==> src/shared/cmp_pkg.sv <==
// shared constants and types for the triple comparator control block
package cmp_pkg;

  // register byte offsets
  localparam logic [15:0] status_off = 16'h2300;
  localparam logic [15:0] chan1_off = 16'h2310;
  localparam logic [15:0] chan2_off = 16'h2330;
  localparam logic [15:0] chan3_off = 16'h2350;
  localparam logic [15:0] refgen_off = 16'h2360;

  // alias offsets added to a register base
  localparam logic [3:0] alias_plain = 4'h0;
  localparam logic [3:0] alias_clear = 4'h4;
  localparam logic [3:0] alias_set = 4'h8;
  localparam logic [3:0] alias_invert = 4'hc;

  // reset value shared by all registers
  localparam logic [31:0] reg_reset = 32'h0000_0000;

  // channel control field positions
  localparam int ctl_enable_bit = 15;
  localparam int ctl_pin_oe_bit = 14;
  localparam int ctl_polarity_bit = 13;
  localparam int ctl_event_bit = 9;
  localparam int ctl_output_bit = 8;
  localparam int ctl_edge_lo = 6;
  localparam int ctl_pos_sel_bit = 4;
  localparam int ctl_neg_sel_lo = 0;
  // writable channel control bits (event and output flags are hardware owned)
  localparam logic [31:0] ctl_write_mask = 32'h0000_e0d3;

  // shared status field positions
  localparam int stat_event_lo = 16;
  localparam int stat_idle_bit = 13;
  localparam int stat_reference_supply_select_bit = 8;
  localparam int stat_output_lo = 0;
  localparam logic [31:0] stat_write_mask = 32'h0000_2100;

  // reference generator field positions
  localparam int ref_level_lo = 16;
  localparam int ref_enable_bit = 15;
  localparam int ref_pin_oe_bit = 8;
  localparam int ref_supply_lo = 0;
  localparam logic [31:0] ref_write_mask = 32'h001f_8103;

  // event edge selections
  typedef enum logic [1:0]
  {
    edge_off = 2'h0,
    edge_rise = 2'h1,
    edge_fall = 2'h2,
    edge_any = 2'h3
  } edge_sel_type;

  // negative input selections
  typedef enum logic [1:0]
  {
    neg_pin_b = 2'h0,
    neg_pin_c = 2'h1,
    neg_pin_d = 2'h2,
    neg_bandgap = 2'h3
  } neg_sel_type;

  // reference supply selections
  localparam logic [1:0] supply_ext_pin = 2'h1;
  localparam logic [1:0] supply_analog = 2'h3;

  // per-channel analog configuration toward the comparator core
  typedef struct packed
  {
    logic enable;
    logic polarity;
    logic pos_sel_ref;
    neg_sel_type neg_sel;
  } chan_cfg_type;

  // reference generator configuration toward the analog side
  typedef struct packed
  {
    logic enable;
    logic pin_oe;
    logic [4:0] level;
    logic [1:0] supply_sel;
    logic ext_ref_route;
  } ref_cfg_type;

endpackage

==> src/rtl/cmp_channel.sv <==
// one comparator channel: synchroniser, polarity, edge detect and event flag
`timescale 1ns/1ps
module cmp_channel
  import cmp_pkg::*;
(
  // clock and reset
  input wire logic clock_i,
  input wire logic rst_b_i,
  input wire logic ce_i,
  // configuration
  input wire logic run_i,
  input wire logic polarity_i,
  input wire logic pin_oe_i,
  input wire logic [1:0] edge_sel_i,
  input wire logic event_clear_i,
  // analog side
  input wire logic raw_i,
  output logic pin_o,
  // status
  output logic out_o,
  output logic event_o,
  output logic irq_o
);

  logic sync1_ff;
  logic sync2_ff;
  logic prev_ff;
  logic event_ff;
  logic out_flag;
  logic rise;
  logic fall;
  logic hit;

  // raw result reaches the pin unsynchronised; off when the channel is disabled
  assign pin_o = pin_oe_i & run_i & (raw_i ^ polarity_i);

  always_ff @(posedge clock_i or negedge rst_b_i)
  begin
    if (!rst_b_i)
    begin
      sync1_ff <= 1'b0;
      sync2_ff <= 1'b0;
    end
    else if (ce_i)
    begin
      sync1_ff <= raw_i;
      sync2_ff <= sync1_ff;
    end
  end

  // core result is positive above negative; polarity inverts the sense
  assign out_flag = run_i & (sync2_ff ^ polarity_i);

  // previous output is cleared while halted, so a high output on resume counts as a rising edge
  always_ff @(posedge clock_i or negedge rst_b_i)
  begin
    if (!rst_b_i)
      prev_ff <= 1'b0;
    else if (ce_i && run_i)
      prev_ff <= out_flag;
    else if (ce_i)
      prev_ff <= 1'b0;
  end

  assign rise = run_i & out_flag & ~prev_ff;
  assign fall = run_i & ~out_flag & prev_ff;

  always_comb
  begin
    unique case (edge_sel_type'(edge_sel_i))
      edge_any: hit = rise | fall;
      edge_fall: hit = polarity_i ? rise : fall;
      edge_rise: hit = polarity_i ? fall : rise;
      edge_off: hit = 1'b0;
    endcase
  end

  // set wins over a same-cycle software clear only while the flag is low; a hit on a set flag loses to the clear
  always_ff @(posedge clock_i or negedge rst_b_i)
  begin
    if (!rst_b_i)
      event_ff <= 1'b0;
    else if (ce_i && hit && !event_ff)
      event_ff <= 1'b1;
    else if (ce_i && event_clear_i)
      event_ff <= 1'b0;
  end

  // a set flag suppresses further requests
  assign irq_o = ce_i & hit & ~event_ff;
  assign out_o = out_flag;
  assign event_o = event_ff;

endmodule

==> src/rtl/triple_comparator_control.sv <==
// register file, bus slave and channel glue for three analog comparators
//
// Decided for this implementation: register access over Wishbone.
`timescale 1ns/1ps
module triple_comparator_control
  import cmp_pkg::*;
#(
  parameter int channels = 3
)
(
  // clock and reset
  input wire logic clock_i,
  input wire logic rst_b_i,
  input wire logic ce_i,
  // wishbone slave
  input wire logic wb_cyc_i,
  input wire logic wb_stb_i,
  input wire logic wb_we_i,
  input wire logic [15:0] wb_adr_i,
  input wire logic [3:0] wb_sel_i,
  input wire logic [31:0] wb_dat_i,
  output logic [31:0] wb_dat_o,
  output logic wb_ack_o,
  output logic wb_err_o,
  // device power state
  input wire logic idle_i,
  // analog comparator side
  input wire logic [channels-1:0] comparator_raw_i,
  output chan_cfg_type [channels-1:0] chan_cfg_o,
  output logic [channels-1:0] comparator_output_pin_o,
  output ref_cfg_type ref_cfg_o,
  // interrupt requests
  output logic [channels-1:0] irq_o
);

  logic [31:0] status_ff;
  logic [31:0] chan_ff [channels];
  logic [31:0] ref_ff;
  logic ack_ff;
  logic [31:0] rdata_ff;
  logic req;
  logic hit_status;
  logic hit_ref;
  logic [channels-1:0] hit_chan;
  logic known;
  logic [3:0] alias_sel;
  logic [31:0] lane_mask;
  logic [31:0] rsel;
  logic halt;
  logic [channels-1:0] run;
  logic [channels-1:0] out_v;
  logic [channels-1:0] evt_v;
  logic [channels-1:0] evt_clear;
  logic [31:0] nxt_status;
  logic [31:0] nxt_ref;
  logic [31:0] nxt_chan [channels];

  // a new request is taken only while no ack is standing
  assign req = wb_cyc_i & wb_stb_i & ~ack_ff & ce_i;
  assign alias_sel = wb_adr_i[3:0];
  assign lane_mask = {{8{wb_sel_i[3]}}, {8{wb_sel_i[2]}}, {8{wb_sel_i[1]}}, {8{wb_sel_i[0]}}};

  // channel bases lie at 0x20 steps
  function automatic logic [15:0] chan_base(input int idx);
    chan_base = 16'(chan1_off + 16'(idx) * 16'h0020);
  endfunction

  always_comb
  begin
    hit_status = (wb_adr_i[15:4] == status_off[15:4]);
    hit_ref = (wb_adr_i[15:4] == refgen_off[15:4]);
    for (int i = 0; i < channels; i++)
      hit_chan[i] = (wb_adr_i[15:4] == chan_base(i)[15:4]);
    known = (hit_status | hit_ref | (|hit_chan)) & (wb_adr_i[1:0] == 2'h0);
  end

  // alias decode: plain, clear, set or invert of the written ones
  function automatic logic [31:0] apply_write(input logic [31:0] cur, input logic [31:0] mask,
                                              input logic [3:0] sel, input logic [31:0] dat);
    logic [31:0] m;
    logic [31:0] r;
    m = mask;
    r = cur;
    unique case (sel)
      alias_plain: r = (cur & ~m) | (dat & m);
      alias_clear: r = cur & ~(dat & m);
      alias_set: r = cur | (dat & m);
      alias_invert: r = cur ^ (dat & m);
      default: r = cur;
    endcase
    apply_write = r;
  endfunction

  // stop-in-idle halts every channel while the device idles
  assign halt = status_ff[stat_idle_bit] & idle_i;

  generate
    for (genvar g = 0; g < channels; g++)
    begin : gen_chan
      assign run[g] = chan_ff[g][ctl_enable_bit] & ~halt;
      assign chan_cfg_o[g].enable = run[g];
      assign chan_cfg_o[g].polarity = chan_ff[g][ctl_polarity_bit];
      assign chan_cfg_o[g].pos_sel_ref = chan_ff[g][ctl_pos_sel_bit];
      assign chan_cfg_o[g].neg_sel = neg_sel_type'(chan_ff[g][ctl_neg_sel_lo +: 2]);

      // software clears the flag through plain, clear-alias or invert-alias writes to bit 9
      assign evt_clear[g] = req & wb_we_i & known & hit_chan[g] & wb_sel_i[1] &
        (((alias_sel == alias_plain) & ~wb_dat_i[ctl_event_bit]) |
         ((alias_sel == alias_clear) & wb_dat_i[ctl_event_bit]) |
         ((alias_sel == alias_invert) & wb_dat_i[ctl_event_bit]));

      cmp_channel u_chan
      (
        .clock_i(clock_i),
        .rst_b_i(rst_b_i),
        .ce_i(ce_i),
        .run_i(run[g]),
        .polarity_i(chan_ff[g][ctl_polarity_bit]),
        .pin_oe_i(chan_ff[g][ctl_pin_oe_bit]),
        .edge_sel_i(chan_ff[g][ctl_edge_lo +: 2]),
        .event_clear_i(evt_clear[g]),
        .raw_i(comparator_raw_i[g]),
        .pin_o(comparator_output_pin_o[g]),
        .out_o(out_v[g]),
        .event_o(evt_v[g]),
        .irq_o(irq_o[g])
      );
    end
  endgenerate

  // reference generator outputs
  assign ref_cfg_o.enable = ref_ff[ref_enable_bit];
  assign ref_cfg_o.pin_oe = ref_ff[ref_pin_oe_bit];
  assign ref_cfg_o.level = ref_ff[ref_level_lo +: 5];
  assign ref_cfg_o.supply_sel = ref_ff[ref_supply_lo +: 2];
  assign ref_cfg_o.ext_ref_route = status_ff[stat_reference_supply_select_bit];

  // next register values; hardware-owned flags are merged at read time
  always_comb
  begin
    nxt_status = status_ff;
    nxt_ref = ref_ff;
    for (int i = 0; i < channels; i++)
      nxt_chan[i] = chan_ff[i];
    if (req && wb_we_i && known)
    begin
      if (hit_status)
        nxt_status = apply_write(status_ff, stat_write_mask & lane_mask, alias_sel, wb_dat_i);
      if (hit_ref)
        nxt_ref = apply_write(ref_ff, ref_write_mask & lane_mask, alias_sel, wb_dat_i);
      for (int i = 0; i < channels; i++)
        if (hit_chan[i])
          nxt_chan[i] = apply_write(chan_ff[i], ctl_write_mask & lane_mask, alias_sel, wb_dat_i);
    end
  end

  // configuration registers; masks keep unimplemented bits at zero
  always_ff @(posedge clock_i or negedge rst_b_i)
  begin
    if (!rst_b_i)
    begin
      status_ff <= reg_reset;
      ref_ff <= reg_reset;
      for (int i = 0; i < channels; i++)
        chan_ff[i] <= reg_reset;
    end
    else if (ce_i)
    begin
      status_ff <= nxt_status;
      ref_ff <= nxt_ref;
      for (int i = 0; i < channels; i++)
        chan_ff[i] <= nxt_chan[i];
    end
  end

  // read view with live flags folded in
  always_comb
  begin
    rsel = 32'h0000_0000;
    if (hit_status)
    begin
      rsel = status_ff;
      rsel[stat_event_lo +: channels] = evt_v;
      rsel[stat_output_lo +: channels] = out_v;
    end
    if (hit_ref)
      rsel = ref_ff;
    for (int i = 0; i < channels; i++)
      if (hit_chan[i])
      begin
        rsel = chan_ff[i];
        rsel[ctl_event_bit] = evt_v[i];
        rsel[ctl_output_bit] = out_v[i];
      end
  end

  // one wait-free answer: ack or err the cycle after the request is taken
  always_ff @(posedge clock_i or negedge rst_b_i)
  begin
    if (!rst_b_i)
    begin
      ack_ff <= 1'b0;
      wb_err_o <= 1'b0;
      rdata_ff <= 32'h0000_0000;
    end
    else if (ce_i)
    begin
      ack_ff <= req & known;
      wb_err_o <= req & ~known;
      if (req && known && !wb_we_i)
        rdata_ff <= rsel;
      else
        rdata_ff <= 32'h0000_0000;
    end
  end

  assign wb_ack_o = ack_ff;
  assign wb_dat_o = rdata_ff;

endmodule

==> config.mk <==
export PLATFORM = sky130hd
export DESIGN_NAME = triple_comparator_control
export DESIGN_NICKNAME = d
export VERILOG_FILES = /design/src/shared/cmp_pkg.sv /design/src/rtl/cmp_channel.sv /design/src/rtl/triple_comparator_control.sv
export SDC_FILE = /design/constraint.sdc
export NUM_CORES = 1
export LEC_CHECK = 0
export BUFFER_PORTS_ARGS = -buffer_cell sky130_fd_sc_hd__buf_2
export CORE_AREA = 2 2 105 128
export DETAILED_ROUTE_END_ITERATION = 8
export DIE_AREA = 0 0 107 130
export GPL_TIMING_DRIVEN = 0
export PLACE_DENSITY = 0.67
export SYNTH_ARGS = -nofsm -noshare
export SYNTH_HDL_FRONTEND = slang
export SYNTH_SLANG_ARGS = --single-unit
==> constraint.sdc <==
create_clock -name clock_i -period 2.1 [get_ports clock_i]
set_input_delay 0.21 -clock clock_i [delete_from_list [all_inputs] [get_ports clock_i]]
set_output_delay 0.21 -clock clock_i [all_outputs]
set_load 0.01 [all_outputs]
==> flow_summary.json <==
{
  "ys_ff_latch": 65,
  "clk_pin_slew_ns": 0.06,
  "cp.arrival_ns": 1.83,
  "start_util": 0.436,
  "portBuffers": 86,
  "avgSynthCellArea_um2": 8.47,
  "multi_input_area_um2": 3370,
  "fin_nets": 897,
  "cts_tree": "built",
  "max_stage_delay_ns": 0.48,
  "critPathRequiredTime_ns": 1.89,
  "yosys_warnings": 0,
  "ys_dominant_reg_cell": "dfrtp_1",
  "finalCritPeriodShare": 0.971,
  "synthCells": 660,
  "drt_iter0_drc": 369,
  "diodes": 0,
  "drc_errors": 0,
  "synth.top_cells.by_area": "dfrtp_1 (29%), ha_1 (13%), buf_4 (5.1%)",
  "postRouteAntennaNets": 0,
  "tightest_slew_ns": 0.879,
  "total_leakage_power_nw": 3.16,
  "cts-root-buf": "clkbuf_16",
  "die_area_um2": 13900,
  "hold_class": "in2async",
  "clock_skew_ns": 0.0125,
  "fillers": 1273,
  "gp_congestion": 0.913,
  "finalMaxSlewViolations": 0,
  "setup.worst_path.class": "reg2out",
  "first_global_vias": 5344,
  "powerDensity_nw_per_um2": 488,
  "antenna_found_initial": 0,
  "avgViaCountPerCell": 5.72,
  "yosysTopAreaCellShare": 0.291,
  "num_io_pins": 127,
  "cts_buffer_depth": 2,
  "ys_top_cells_by_count": "dfrtp_1 (65), inv_1 (64), nand2_1 (62)",
  "slew_headroom": 0.414,
  "overflow": 0,
  "setup_tns_ns": 0,
  "cts_buffers": 9,
  "dieWidth_um": 107,
  "peakVddDrop_mv": 0.456,
  "drive_gt1_frac": 0.237,
  "endpoint_kind": "primary output",
  "status": "complete, but fails checks",
  "wirelength_um": 17500,
  "crit_chain": "a21boi_0 -> and4b_1 -> buf_4 -> buf_2",
  "dp_hpwl_um": 13300,
  "syn_area_um2": 5590,
  "async_reset_ff_frac": 1.00,
  "placed_area_um2": 6290,
  "rows": 46,
  "core-area_um2": 12800,
  "setup-violations-final": 0,
  "ctsHoldBuffers": 0,
  "rsz0062_at_grt": "yes",
  "critPathSlowestCell": "dfrtp_1",
  "yosysMostFrequentCell": "dfrtp_1",
  "violations": "hold timing",
  "clk_latency_ns": 0.35,
  "path_delay_family": "flip-flops",
  "cp_num_buf_inv": 2,
  "crit_fanout": 6,
  "cap_viol_max_count": 0,
  "grt_first_pass_wirelength_um": 27800,
  "dr_total_vias": 5424,
  "wl_per_cell_um": 18.4,
  "grt_max_degree": 66,
  "cts_max_level": 3,
  "synth_top_area_cell": "dfrtp_1",
  "design_area_um2": 6650,
  "die_y_um": 130,
  "clock.fmax_ghz": 0.490,
  "hold_slack_ns": -0.00303,
  "fin_crit_ns": 2.04,
  "seqCellArea_um2": 1630,
  "yosysSeqAreaShare": 0.291,
  "synth_edf_count": 0,
  "dr.pass1.iters": 8,
  "cts.sinks": 65,
  "track_usage": 0.258,
  "worst_setup_path_start_kind": "flip-flop",
  "finalHoldViolCount": 3,
  "yosys.cell_types.count": 58,
  "syn2layout_area_growth_pct": 18.9
}
[logic make-up after synthesis]
logic type / Yosys count / share of synthesized area
other: 1 / 0.000671
and+or+nand+nor: 160 / 0.149
DFF: 65 / 0.291
muxes: 41 / 0.0788
AOI/OAI and AO/OA: 182 / 0.211
buffers and inverters: 142 / 0.122
adders and majority gates: 59 / 0.132
xor gates and xnor gates: 10 / 0.0157
[per-layer routing]
| layer | wire length [um] | up-vias | GRT usage |
|---|---|---|---|
| met2 | 8570 | 234 | 0.444 |
| li1 | - | 2524 | - |
| met3 | 1060 | 52 | 0.0395 |
| met4 | 879 | 0 | 0.139 |
| met1 | 6990 | 2614 | 0.310 |
| met5 | 0 | - | 0 |
[area by class of cell]
class                           count  share of cell area
Buffer                             75              0.0649
Clock buffer                        9              0.0339
Clock inverter                      7             0.00847
Inverter                           64              0.0361
Multi-Input combinational cell    468               0.507
Sequential cell                    65               0.245
Tap cell                          168              0.0316
Timing Repair Buffer               93              0.0730
[final timing paths]
check | endpoint | start | slack (ns) | cells past startpoint
min reg2reg | gen_chan[2].u_chan.sync2_ff$_DFFE_PN0P_ | gen_chan[2].u_chan.sync1_ff$_DFFE_PN0P_ | 0.50 | 1
min in group clock_i | gen_chan[1].u_chan.sync1_ff$_DFFE_PN0P_ | comparator_raw_i[1] | 0.13 | 2
max in group asynchronous | asynchronous set/reset pin | rst_b_i | 1.48 | 1
min | wb_dat_o[17]$_DFFE_PN0P_ | rst_b_i | -0.003 | 1
max | irq_o[1] | status_ff[13]$_DFFE_PN0P_ | 0.06 | 4
max reg2reg | flip-flop | wb_ack_o$_DFFE_PN0P_ | 0.07 | 6
[per-stage QoR]
| stage | worst slack (ns) | power (mW) | util | instances | hold slack [ns] |
|---|---|---|---|---|---|
| after floorplan | 0.0317 | 1.64 | - | 675 | -0.0856 |
| after global placement | -0.296 | 1.79 | 0.490 | 929 | 0.472 |
| after detailed placement | -0.324 | 1.81 | 0.490 | 929 | 0.383 |
| after CTS | 0.000744 | 3.24 | 0.514 | 946 | 0.0253 |
| after global routing | -0.0403 | 3.36 | 0.518 | 949 | 0.0761 |
| final | 0.0605 | 3.24 | 0.518 | 949 | -0.00303 |
[placed cells by master (no fill, tap or decap), types with 17 or more instances in the layout]
master	synthesis	routed
buf_2	4	89
clkbuf_1	30	26
a22oi_1	17	17
dfrtp_1	65	63
ha_1	59	59
mux2i_1	17	17
a21oi_1	21	21
inv_1	64	64
mux2_2	19	19
nor2_1	28	28
o22ai_1	27	27
o21ai_0	52	51
nand2_1	62	61
buf_4	38	46
[timing repair]
action	in CTS	in global routing
endpoints found under the setup margin	12	31
pin swaps	2	3
setup buffers	4	3
endpoints found under the hold margin	0	0
gates resized for setup	1	10
[power breakdown]
group	internal, mW	switching, mW
clock	0.809	0.631
sequential	1.27	0.0144
combinational	0.195	0.324
Note: power is estimated with default switching activity, not from simulation.
